## config.mk

```make
export PLATFORM = sky130hd
export DESIGN_NAME = ext_irq_pins
export DESIGN_NICKNAME = d
export VERILOG_FILES = /design/src/common/ext_irq_pkg.sv /design/src/verilog/ext_irq_pins.sv
export VERILOG_INCLUDE_DIRS = /design/src /design/src/common
export SDC_FILE = /design/constraint.sdc
export NUM_CORES = 1
export LEC_CHECK = 0
export ABC_AREA = 1
export BUFFER_PORTS_ARGS = -buffer_cell sky130_fd_sc_hd__buf_4
export CAP_MARGIN = 20
export CORE_AREA = 2 2 68 70
export DETAILED_ROUTE_END_ITERATION = 16
export DIE_AREA = 0 0 70 72
export GPL_TIMING_DRIVEN = 0
export PLACE_DENSITY = 0.7
export SLEW_MARGIN = 20
export SYNTH_ARGS = -nofsm -noshare
export SYNTH_HDL_FRONTEND = slang
export SYNTH_SLANG_ARGS = --single-unit
```

## constraint.sdc

```tcl
create_clock -name clk_sys -period 2.3 [get_ports clk_sys]
set_input_delay 0.46 -clock clk_sys [delete_from_list [all_inputs] [get_ports clk_sys]]
set_output_delay 0.46 -clock clk_sys [all_outputs]
set_load 0.03 [all_outputs]
```

## src/common/ext_irq_map.svh

```systemverilog
// Constants for the external interrupt pin logic
// Contract
// - An enabled, unmasked request vectors to that input's own entry, except a cascaded input or slave input zero, which takes a type from the bus.
// - Each request input is synchronized internally and is recognized on an edge or a level.
// - With input zero in cascade mode, the input-two pin becomes acknowledge output zero.
// - With input one in cascade mode, the input-three pin becomes acknowledge output one.
// - In cascade mode an acknowledge output is asserted while its paired request needs a type.
// - In slave mode an active slave-select means a type is on the bus, and it is captured.
// - In slave mode the input-three pin drives the slave request output toward the master.
// - Accepting any hardware interrupt clears the interrupt-enable flag; the code keeps it set if intEnableSet arrives in the same cycle.
`ifndef EXT_IRQ_MAP_SVH
`define EXT_IRQ_MAP_SVH
`define IRQ_COUNT      5
`define IRQ_TYPE_W     8
`define IRQ_VEC_BASE   8'h0c
`define IRQ_ACK_CYCLES 4
`endif

```

## src/common/ext_irq_pkg.sv

```systemverilog
// Types for the external interrupt pin logic
package ext_irq_pkg;
    typedef enum logic [1:0] {MODE_NORMAL = 2'h0, MODE_CASCADE = 2'h1, MODE_SLAVE = 2'h2} irqMode_t;
    typedef struct packed {
        logic [4:0] mask;      // 1 = masked
        logic [4:0] levelTrig; // 1 = level, 0 = rising edge
        irqMode_t   mode;      // Applies to input zero; input one uses cascOne
        logic       cascOne;   // Input one in cascade mode
    } irqCfg_t;
    typedef struct packed {
        logic       valid;
        logic [7:0] vector;
    } irqVec_t;
endpackage

```

## src/verilog/ext_irq_pins.sv

```systemverilog
// External maskable interrupt pin logic: sync, recognition, cascade and slave
`timescale 1ns/10ps
`include "ext_irq_map.svh"
module ext_irq_pins
(
    input  wire logic                 clk_sys,
    input  wire logic                 reset,
    input  wire ext_irq_pkg::irqCfg_t cfg,
    input  wire logic                 intEnableSet,
    input  wire logic [4:0]           irqPin,
    input  wire logic                 slaveSelect,
    input  wire logic [7:0]           busType,
    input  wire logic                 slaveReqIn,
    input  wire logic                 takeAck,
    output ext_irq_pkg::irqVec_t      vecOut,
    output logic                      intEnable,
    output logic                      cascade_ack_zero,
    output logic                      cascade_ack_one,
    output logic                      slaveReqOut,
    output logic                      pinTwoIsOutput,
    output logic                      pinThreeIsOutput
);
    import ext_irq_pkg::*;

    // ------------------------------------------------------------
    // Pin synchronisers and recognition
    // ------------------------------------------------------------
    logic [4:0] sync1_r, sync2_r, prev_r, pend_r, pend_nxt;
    logic       sel1_r, sel2_r;
    logic       selPrev_r;
    logic [4:0] active;
    logic       cascZero, slaveMode;
    logic [4:0] ready;
    logic [2:0] grant;
    logic [2:0] srcIdx_r;
    logic       any;

    assign cascZero  = (cfg.mode == MODE_CASCADE);
    assign slaveMode = (cfg.mode == MODE_SLAVE);

    // Pins reused as outputs never raise requests
    always_comb
    begin
        active = 5'h1f;
        if (cascZero || slaveMode)
            active[2] = 1'b0;
        if (cfg.cascOne || slaveMode)
            active[3] = 1'b0;
    end

    // Edge inputs latch until acknowledged; level inputs follow the pin
    always_comb
    begin
        for (int i = 0; i < `IRQ_COUNT; i++)
        begin
            if (!active[i])
                pend_nxt[i] = 1'b0;
            else if (cfg.levelTrig[i])
                pend_nxt[i] = sync2_r[i];
            else if (sync2_r[i] && !prev_r[i])
                pend_nxt[i] = 1'b1;
            // Clear the input the offered vector came from, not the current winner
            else if (takeAck && vecOut.valid && srcIdx_r == 3'(i))
                pend_nxt[i] = 1'b0;
            else
                pend_nxt[i] = pend_r[i];
        end
    end

    always_ff @(posedge clk_sys)
    begin
        if (reset)
        begin
            sync1_r <= 5'h00;
            sync2_r <= 5'h00;
            prev_r  <= 5'h00;
            pend_r  <= 5'h00;
            sel1_r  <= 1'b0;
            sel2_r  <= 1'b0;
            selPrev_r <= 1'b0;
        end
        else
        begin
            sync1_r <= irqPin;
            sync2_r <= sync1_r;
            prev_r  <= sync2_r;
            pend_r  <= pend_nxt;
            sel1_r  <= slaveSelect;
            sel2_r  <= sel1_r;
            selPrev_r <= sel2_r;
        end
    end

    // ------------------------------------------------------------
    // Priority, vector and acknowledge
    // ------------------------------------------------------------
    logic [2:0] srcIdx_nxt;
    irqVec_t    vec_nxt;
    logic       ie_nxt, ack0_nxt, ack1_nxt;
    logic [7:0] slaveType_r, slaveType_nxt;

    assign ready = pend_r & ~cfg.mask;

    // Lowest numbered input wins
    always_comb
    begin
        grant = 3'h0;
        any   = 1'b0;
        for (int i = `IRQ_COUNT - 1; i >= 0; i--)
        begin
            if (ready[i])
            begin
                grant = 3'(i);
                any   = 1'b1;
            end
        end
    end

    always_comb
    begin
        vec_nxt       = vecOut;
        ie_nxt        = intEnable | intEnableSet;
        ack0_nxt      = 1'b0;
        ack1_nxt      = 1'b0;
        slaveType_nxt = slaveType_r;
        srcIdx_nxt    = srcIdx_r;
        // Take the type on the rising synced select only: the synced copy lags
        // the pin by two cycles, so its tail could catch a bus already released
        if (slaveMode && sel2_r && !selPrev_r)
            slaveType_nxt = busType;
        if (vecOut.valid && takeAck)
        begin
            vec_nxt.valid = 1'b0;
            ie_nxt        = intEnableSet;
        end
        else if (!vecOut.valid && intEnable && any)
        begin
            srcIdx_nxt = grant;
            if (slaveMode && grant == 3'h0)
            begin
                vec_nxt.valid  = 1'b1;
                vec_nxt.vector = slaveType_r;
            end
            else if ((cascZero && grant == 3'h0) || (cfg.cascOne && grant == 3'h1))
            begin
                // Wait until the acknowledge stands, so the peer has the type on the bus
                if ((grant == 3'h0 && cascade_ack_zero) || (grant == 3'h1 && cascade_ack_one))
                begin
                    vec_nxt.valid  = 1'b1;
                    vec_nxt.vector = busType;
                end
            end
            else
            begin
                vec_nxt.valid  = 1'b1;
                vec_nxt.vector = `IRQ_VEC_BASE + 8'(grant);
            end
        end
        // Ask for a type while the paired cascaded request waits
        if (cascZero && intEnable && ready[0])
            ack0_nxt = 1'b1;
        if (cfg.cascOne && intEnable && ready[1] && !ready[0])
            ack1_nxt = 1'b1;
    end

    always_ff @(posedge clk_sys)
    begin
        if (reset)
        begin
            vecOut           <= '0;
            intEnable        <= 1'b0;
            cascade_ack_zero <= 1'b0;
            cascade_ack_one  <= 1'b0;
            slaveType_r      <= 8'h00;
            srcIdx_r         <= 3'h0;
        end
        else
        begin
            vecOut           <= vec_nxt;
            intEnable        <= ie_nxt;
            cascade_ack_zero <= ack0_nxt;
            cascade_ack_one  <= ack1_nxt;
            slaveType_r      <= slaveType_nxt;
            srcIdx_r         <= srcIdx_nxt;
        end
    end

    assign slaveReqOut      = slaveMode & slaveReqIn;
    assign pinTwoIsOutput   = cascZero;
    assign pinThreeIsOutput = cfg.cascOne | slaveMode;
endmodule
```

==> results.py, run 1 <==
metrics = {
    "worst_setup_path": {
        "cp-end-kind": "output port",
        "path_class": "in -> out",
        "rr_worst_depth": 12,
        "cpMaxStageDelayCell": "or2_2",
        "worstPathMaxFanout": 4,
        "critPathLaunchType": "input pin",
        "r2r_setup_slack_ps": 690,
        "cp_top_family": "simple AND/OR/NAND/NOR gates",
        "critPathBufInv": 3,
        "crit_required_ps": 1840,
        "cpMostUsedCell": "buf_4",
        "worstPathCellList": "buf_4 > inv_1 > ha_1 > or2_2 > buf_4",
        "crit_arrival_ps": 1320,
        "max_stage_delay_ps": 320,
        "r2r_end": "vecOut[1]",
        "worstReg2RegStart": "pend_r[3]",
    },
    "synthesis": {
        "syn-instance-count": 278,
        "syn_nets": 312,
        "syn_area_per_cell_sq_um": 7.08,
        "synth_cell_types": 23,
        "yosys_warnings": 0,
        "synth_area_sq_mm": 0.00197,
        "synth_seq_area_share": 0.468,
        "synth-seq-cells": 46,
    },
    "cells_and_area": {
        "final_cell_mix": "inv_1, nor2_1, nand2_1, dfxtp_1, buf_4",
        "seq_area_sq_um": 921,
        "area_delta_synth_final_pct": 26.0,
        "antenna_cells": 0,
        "nNetsFinal": 364,
        "multiInputGateArea_sq_um": 793,
        "final_cell_area_sq_mm": 0.00248,
        "fillers": 423,
        "drive_above_1_share": 0.205,
        "fin_cells": 383,
        "fin_util": 0.582,
        "final_common_cell": "inv_1",
    },
    "die": {
        "start_util": 0.462,
        "core_area_sq_mm": 0.00426,
        "die_y_um": 72,
        "die_w_um": 70,
        "dieArea_sq_mm": 0.00504,
        "io_pins": 47,
        "num_rows": 24,
    },
    "power": {
        "seq_power_share": 0.517,
        "p_per_area_mw_per_mm2": 653,
        "pwr-share-clk": 0.359,
        "switchingPower_mw": 0.391,
        "swShare": 0.241,
        "peakVddDrop_mv": 0.367,
        "leakage_nw": 1.25,
        "p_total_mw": 1.62,
        "power.internal_mw": 1.23,
        "power_frac_comb": 0.124,
    },
    "placement": {
        "place_hpwl_um": 3100,
        "dp.cells": 375,
        "io_buffers": 45,
        "placed_area_sq_mm": 0.00237,
        "place_congestion": 0.834,
        "dpl_worst_slack_ps": 233,
    },
    "sta": {
        "rsz0062_at_grt": "false",
        "finalSetupTns_ps": 0,
        "whs_ps": 348,
        "finalSetupViolations": 0,
        "relSlewSlack": 0.673,
        "skew_ps": 5.19,
        "worst_slew_pin_slew_ps": 487,
        "min_period_ps": 1780,
        "maxSlewViolCount": 0,
        "fin_crit_sh": 0.775,
        "timing.final.ws_setup_ps": 517,
        "max_freq_mhz": 561,
        "finalHoldViolCount": 0,
    },
    "clocking": {
        "cts_setup_buffers": 0,
        "cts_root_buf": "clkbuf_8",
        "numClockSinks": 46,
        "clk_pin_slew_ps": 80,
        "cts_buffers": 5,
        "htree_levels": 2,
        "cts_tree": "done",
        "hold_buffers": 0,
        "clock_path_buffers": 2,
        "cts_resized": 0,
        "clk_latency_ps": 300,
    },
    "global_routing": {
        "overflow": 0,
        "grt_pass1_wl_um": 7040,
        "grt_max_degree": 15,
        "grtUsageTotal": 0.178,
        "grt_pass1_vias": 1643,
        "antenna_found_initial": 0,
    },
    "route": {
        "drtAntennaViolNets": 0,
        "drt-initial-drc-count": 114,
        "wl_per_cell_um": 10.5,
        "vias": 1725,
        "viasPerCell": 4.50,
        "drc": 0,
        "dr.pass1.iters": 5,
        "drt-total-wl_um": 4030,
    },
    "min_path": {
        "hold_start": "cfg[3]",
        "hp-class": "in -> reg",
        "hold_end": "pend_r[0]",
        "hold_depth": 2,
    },
    "status": {
        "status": "finished, final reports clean",
    },
    "run": {
        "cap_violations": 0,
    },
}
[kinds of logic (layout without fill, tap and decap cells)]
family | count (synthesis) | in the layout | share of synthesized area
AOI/OAI and AO/OA | 37 | 37 | 0.108
DFF | 46 | 46 | 0.468
buffers and inverters | 66 | 119 | 0.130
and+or+nand+nor | 127 | 127 | 0.282
adders and majority gates | 2 | 2 | 0.0127
[worst max-delay path by stage]
stage / from / to / slack [ps] / cells past startpoint
final: cfg[1] / pinThreeIsOutput / 520 / 5
after global routing: cfg[1] / slaveType_r[1] / 370 / 8
after CTS: cfg[1] / pinThreeIsOutput / 500 / 5
after detailed placement: cfg[1] / slaveType_r[6] / 230 / 8
after global placement: cfg[1] / slaveType_r[6] / 210 / 8
after floorplan: cfg[2] / vecOut[2] / 560 / 10
[sequential cells by signal, indices dropped and copies added, names as in the netlist]
register / count
vecOut: 9
slaveType_r: 8
pend_r: 5
prev_r: 5
sync1_r: 5
sync2_r: 5
srcIdx_r: 3
cascade_ack_one: 1
cascade_ack_zero: 1
intEnable: 1
sel1_r: 1
sel2_r: 1
selPrev_r: 1
[power by group through the flow]
stage | Clock [mW] | Combinational [mW] | Sequential, mW
after floorplan | 0 | 0.104 | 0.869
after global placement | 0 | 0.199 | 0.855
after detailed placement | 0 | 0.201 | 0.856
after CTS | 0.594 | 0.202 | 0.837
after global routing | 0.635 | 0.227 | 0.841
final | 0.582 | 0.201 | 0.837
[final cells by class]
class / count / area share
plain buffers: 7 / 0.0136
clock buffers: 5 / 0.0277
clock inverters: 3 / 0.0161
inverters: 59 / 0.0893
multi-input cells: 166 / 0.320
flip-flops and latches: 46 / 0.371
well taps: 52 / 0.0262
repair buffers: 45 / 0.136
[per-layer routing]
| layer | GRT usage | share of wire | vias to the layer above |
|---|---|---|---|
| met5 | 0 | 0 | - |
| met3 | 0.0458 | 0.049 | 4 |
| met2 | 0.292 | 0.47 | 36 |
| li1 | - | - | 949 |
| met1 | 0.223 | 0.47 | 736 |
| met4 | 0.0769 | 0.016 | 0 |
[worst register-to-register path, delay by kind of cell, from the launching register on]
kind	cells	cell delay, ps
DFF	1	340
and+or+nand+nor	9	740
AOI/OAI and AO/OA	1	210
buffers and inverters	2	230
[cells in the mapped netlist]
master / n / area, sq um
a21oi_1: 13 / 65.1
inv_2: 2 / 7.51
clkbuf_1: 5 / 18.8
nand2_1: 46 / 173
o31ai_1: 1 / 7.51
buf_1: 1 / 3.75
nand3_1: 13 / 65.1
nand4_1: 1 / 6.26
or2_2: 2 / 12.5
ha_1: 2 / 25.0
nor3_1: 6 / 30.0
o21ai_4: 1 / 16.3
nand3_4: 1 / 17.5
buf_6: 1 / 11.3
inv_1: 57 / 214
nand2_2: 5 / 31.3
dfxtp_1: 46 / 921
o21a_1: 1 / 7.51
o21ai_0: 18 / 90.1
nand2_4: 2 / 22.5
nand3_2: 1 / 10.0
o41ai_1: 3 / 26.3
nor2_1: 50 / 188
(Power assumes the default switching activity.)
==> run 2: changes to the inputs <==
- PLACE_DENSITY: 0.7 -> 0.73
- clock period: 2.3 -> 1.5 ns (I/O delays scaled with it)
==> results.py, run 2 (synthesis gave the netlist of run 1 again) <==
metrics = {
    "clocking": {
        "clock_path_buffers": 2,
        "cts_root_buf": "clkbuf_8",
        "numClockSinks": 46,
        "clk_latency_ps": 300,
        "clk_pin_slew_ps": 90,
        "htree_levels": 2,
        "cts_buffers": 5,
        "cts_tree": "done",
    },
    "sta": {
        "rsz0062_at_grt": "true",
        "worst_slew_pin_slew_ps": 449,
        "finalSetupViolations": 0,
        "finalSetupTns_ps": 0,
        "skew_ps": 7.84,
        "finalHoldViolCount": 0,
        "fin_crit_sh": 0.992,
        "max_freq_mhz": 672,
        "maxSlewViolCount": 0,
        "relSlewSlack": 0.701,
        "min_period_ps": 1490,
    },
    "placement": {
        "place_hpwl_um": 3150,
        "dp.cells": 375,
        "io_buffers": 45,
        "place_congestion": 0.788,
        "placed_area_sq_mm": 0.00237,
    },
    "cells_and_area": {
        "fin_cells": 392,
        "multiInputGateArea_sq_um": 896,
        "top_register": "vecOut",
        "nNetsFinal": 373,
        "final_common_cell": "inv_1",
        "antenna_cells": 0,
        "drive_above_1_share": 0.306,
        "fin_util": 0.634,
        "seq_area_sq_um": 926,
        "final_cell_mix": "inv_1, buf_4, nor2_1",
        "largest_reg_flops": 9,
        "area_delta_synth_final_pct": 37.3,
        "fillers": 398,
        "reg_top3": "vecOut: 9 flops, slaveType_r: 8 flops",
        "final_cell_area_sq_mm": 0.00270,
    },
    "route": {
        "wl_per_cell_um": 11.2,
        "drc": 0,
        "viasPerCell": 4.69,
        "drt-total-wl_um": 4380,
        "vias": 1837,
        "drt-initial-drc-count": 102,
        "dr.pass1.iters": 4,
        "drtAntennaViolNets": 0,
    },
    "global_routing": {
        "antenna_found_initial": 0,
        "grt_pass1_wl_um": 7380,
        "grtUsageTotal": 0.186,
        "grt_max_degree": 15,
        "grt_pass1_vias": 1723,
        "overflow": 0,
    },
    "worst_setup_path": {
        "cp-end-kind": "flip-flop",
        "crit_arrival_ps": 1740,
        "critPathLaunchType": "flip-flop",
        "path_class": "reg -> reg",
        "crit_required_ps": 1750,
        "worstPathMaxFanout": 7,
    },
    "die": {
        "start_util": 0.462,
        "die_w_um": 70,
        "io_pins": 47,
        "dieArea_sq_mm": 0.00504,
        "num_rows": 24,
        "core_area_sq_mm": 0.00426,
        "die_y_um": 72,
    },
    "status": {
        "status": "finished, final reports clean",
    },
    "power": {
        "peakVddDrop_mv": 0.587,
        "p_per_area_mw_per_mm2": 1030,
        "leakage_nw": 1.33,
        "p_total_mw": 2.78,
    },
    "run": {
        "cap_violations": 0,
    },
    "min_path": {
        "hp-class": "in -> reg",
    },
}
run 2: changes by cell type in the layout (fill, tap and decap cells not counted), moves of 4 or more:
cell	before	now
nand2_2	5	12
dfxtp_1	46	42
nand2_1	46	33
nand2_4	2	8
buf_4	45	53
dfxtp_2	0	4
run 2: path summary, 6_finish.rpt:
check        startpoint    endpoint  slack (ps)  depth (start not counted)
max           pend_r[3]   vecOut[5]          10                         11
min              cfg[3]   pend_r[0]         180                          2
max reg2reg   pend_r[3]   vecOut[5]          10                         11
min reg2reg  sync1_r[0]  sync2_r[0]         410                          2
run 2: through the flow:
step / hold WS (ps) / setup slack [ps]
floorplan: 388 / 35.3
global placement: 389 / -408
detailed placement: 396 / -420
CTS: 172 / -1.94
global route: 172 / -77.6
finish: 179 / 12.4
run 2: critical path, stage by stage (launching register included):
cell and delay, ps:
dfxtp_2 350, inv_2 40, nor2_2 100, nand2_2 70
nand2_2 70, nand2_4 80, nand3_4 130, nand2_4 80
buf_4 140, o21ai_0 200, nor2_1 70, nor2_1 90
run 2: final cells by class:
cell class	instances	share of cell area
Tap cell	52	0.0241
Buffer	7	0.0130
Clock buffer	6	0.0305
Inverter	59	0.0819
Multi-Input combinational cell	166	0.331
Sequential cell	46	0.342
Clock inverter	2	0.0222
Timing Repair Buffer	54	0.155
run 2: repair_timing:
item,CTS,global route
gates cloned,1,0
resized for setup,12,24
hold buffers,0,0
setup endpoints to repair,17,9
buffers inserted,5,3
pin swaps,8,9
run 2: metal layers:
metal / GRT usage / wire length, um / up-vias / part of all wire
li1: - / - / 968 / -
met1: 0.218 / 1900 / 821 / 0.43
met2: 0.323 / 2200 / 40 / 0.50
met3: 0.0528 / 192 / 8 / 0.044
met4: 0.0791 / 88 / 0 / 0.020
met5: 0 / 0 / - / 0
run 2: where the power goes:
part           total (mW)  switching, mW  internal (mW)  leakage [nW]
Sequential           1.29         0.0213           1.26         0.377
Combinational       0.352          0.195          0.157         0.882
Clock                1.14          0.428          0.710        0.0714
==> run 3: changes to the inputs <==
- CELL_PAD_IN_SITES_DETAIL_PLACEMENT: default -> 2
- CELL_PAD_IN_SITES_GLOBAL_PLACEMENT: default -> 2
- CORE_AREA: 2 2 68 70 -> 2 2 91 93
- DIE_AREA: 0 0 70 72 -> 0 0 93 95
- PLACE_DENSITY: 0.73 -> default
- PLACE_DENSITY_LB_ADDON: default -> 0.1
==> results.py, run 3 (synthesis gave the netlist of run 1 again) <==
metrics = {
    "clocking": {
        "cts_tree": "done",
        "clk_pin_slew_ps": 90,
        "clock_path_buffers": 2,
        "hold_buffers": 0,
        "htree_levels": 2,
        "clk_latency_ps": 300,
        "cts_buffers": 5,
        "cts_root_buf": "clkbuf_8",
        "numClockSinks": 46,
    },
    "worst_setup_path": {
        "worstSetupStartpoint": "pend_r[3]",
        "worstPathMaxFanout": 7,
        "worstReg2RegStart": "pend_r[3]",
        "crit_arrival_ps": 1740,
        "rr_worst_depth": 12,
        "cp-end-kind": "flip-flop",
        "crit_required_ps": 1700,
        "path_class": "reg -> reg",
        "r2r_setup_slack_ps": -40,
        "critPathLaunchType": "flip-flop",
    },
    "route": {
        "vias": 1910,
        "wl_per_cell_um": 12.9,
        "drtAntennaViolNets": 0,
        "drt-total-wl_um": 5820,
        "drt-initial-drc-count": 38,
        "drc": 0,
        "dr.pass1.iters": 2,
        "viasPerCell": 4.23,
    },
    "power": {
        "peakVddDrop_mv": 0.321,
        "swShare": 0.255,
        "switchingPower_mw": 0.660,
        "power_frac_comb": 0.146,
        "leakage_nw": 1.36,
        "pwr-share-clk": 0.358,
        "power.internal_mw": 1.93,
        "p_total_mw": 2.59,
        "p_per_area_mw_per_mm2": 927,
        "seq_power_share": 0.497,
    },
    "sta": {
        "min_period_ps": 1540,
        "relSlewSlack": 0.626,
        "skew_ps": 5.83,
        "finalHoldViolCount": 0,
        "maxSlewViolCount": 0,
        "whs_ps": 186,
        "rsz0062_at_grt": "true",
        "finalSetupTns_ps": -141,
        "timing.final.ws_setup_ps": -35.6,
        "max_freq_mhz": 651,
        "fin_crit_sh": 1.02,
        "finalSetupViolations": 8,
        "worst_slew_pin_slew_ps": 561,
    },
    "status": {
        "status": "finished, violations left",
        "violations": "negative setup slack",
    },
    "cells_and_area": {
        "drive_above_1_share": 0.314,
        "antenna_cells": 0,
        "nNetsFinal": 380,
        "final_cell_mix": "buf_4, inv_1, nor2_1",
        "reg_top3": "vecOut: 9 flops, slaveType_r: 8 flops",
        "final_common_cell": "buf_4",
        "area_delta_synth_final_pct": 41.9,
        "largest_reg_flops": 9,
        "top_register": "vecOut",
        "final_cell_area_sq_mm": 0.00279,
    },
    "die": {
        "num_rows": 33,
        "io_pins": 47,
        "die_w_um": 93,
        "start_util": 0.248,
        "core_area_sq_mm": 0.00793,
        "dieArea_sq_mm": 0.00884,
        "die_y_um": 95,
    },
    "min_path": {
        "hold_depth": 2,
        "hold_start": "cfg[4]",
        "hp-class": "in -> reg",
    },
    "global_routing": {
        "antenna_found_initial": 0,
        "grtUsageTotal": 0.138,
        "grt_max_degree": 14,
        "grt_pass1_wl_um": 9400,
        "overflow": 0,
        "grt_pass1_vias": 1981,
    },
    "placement": {
        "placed_area_sq_mm": 0.00244,
        "dpl_worst_slack_ps": -592,
        "place_congestion": 0.683,
        "place_hpwl_um": 4300,
        "io_buffers": 45,
    },
    "run": {
        "cap_violations": 0,
    },
}
==> run 3: path summary, 6_finish.rpt <==
check	endpoint
setup / recovery	vecOut[7]
hold / removal	pend_r[1]
setup reg to reg	vecOut[7]
hold reg to reg	sync2_r[2]
==> run 3: power by group through the flow <==
stage	clock network [mW]	registers (mW)	logic (mW)
floorplan	0	1.33	0.161
global placement	0	1.31	0.319
detailed placement	0	1.31	0.328
CTS	0.975	1.29	0.362
global route	1.01	1.29	0.424
finish	0.927	1.29	0.377
==> run 3: area by class of cell <==
| type | count | area [sq um] |
|---|---|---|
| Buffer | 7 | 35.0 |
| Timing Repair Buffer | 61 | 465 |
| Clock inverter | 1 | 30.0 |
| Inverter | 59 | 228 |
| Tap cell | 105 | 131 |
| Multi-Input combinational cell | 166 | 902 |
| Clock buffer | 7 | 76.3 |
| Sequential cell | 46 | 926 |
| Fill cell | 968 | 5130 |
==> run 3: critical path: stages (launching register included) <==
cell and delay, ps:
dfxtp_2 350, inv_2 40, nor2_2 90, nand2_2 50, nand2_2 70, nand2_4 80
nand3_4 150, buf_6 130, clkinvlp_4 150, nand2_1 100, o21ai_1 70, nor2_1 110
nor2_1 50
==> run 3: repair_timing <==
item,CTS,global route
setup endpoints to repair,17,14
pin swaps,9,15
cloned,1,0
buffers inserted,10,5
gates resized for setup,19,21
==> run 3: metrics by stage <==
stage,util,std cells
6_report,0.352,452
5_1_grt,0.352,452
4_1_cts,0.339,447
3_5_place_dp,0.308,428
3_3_place_gp,0.308,428
2_1_floorplan,-,278
==> run 3: routing by layer <==
metal	up-vias	global-route usage	share of wire
met2	28	0.264	0.55
li1	979	-	-
met1	899	0.149	0.40
met3	4	0.0311	0.034
met5	-	0	0
met4	0	0.0441	0.0072
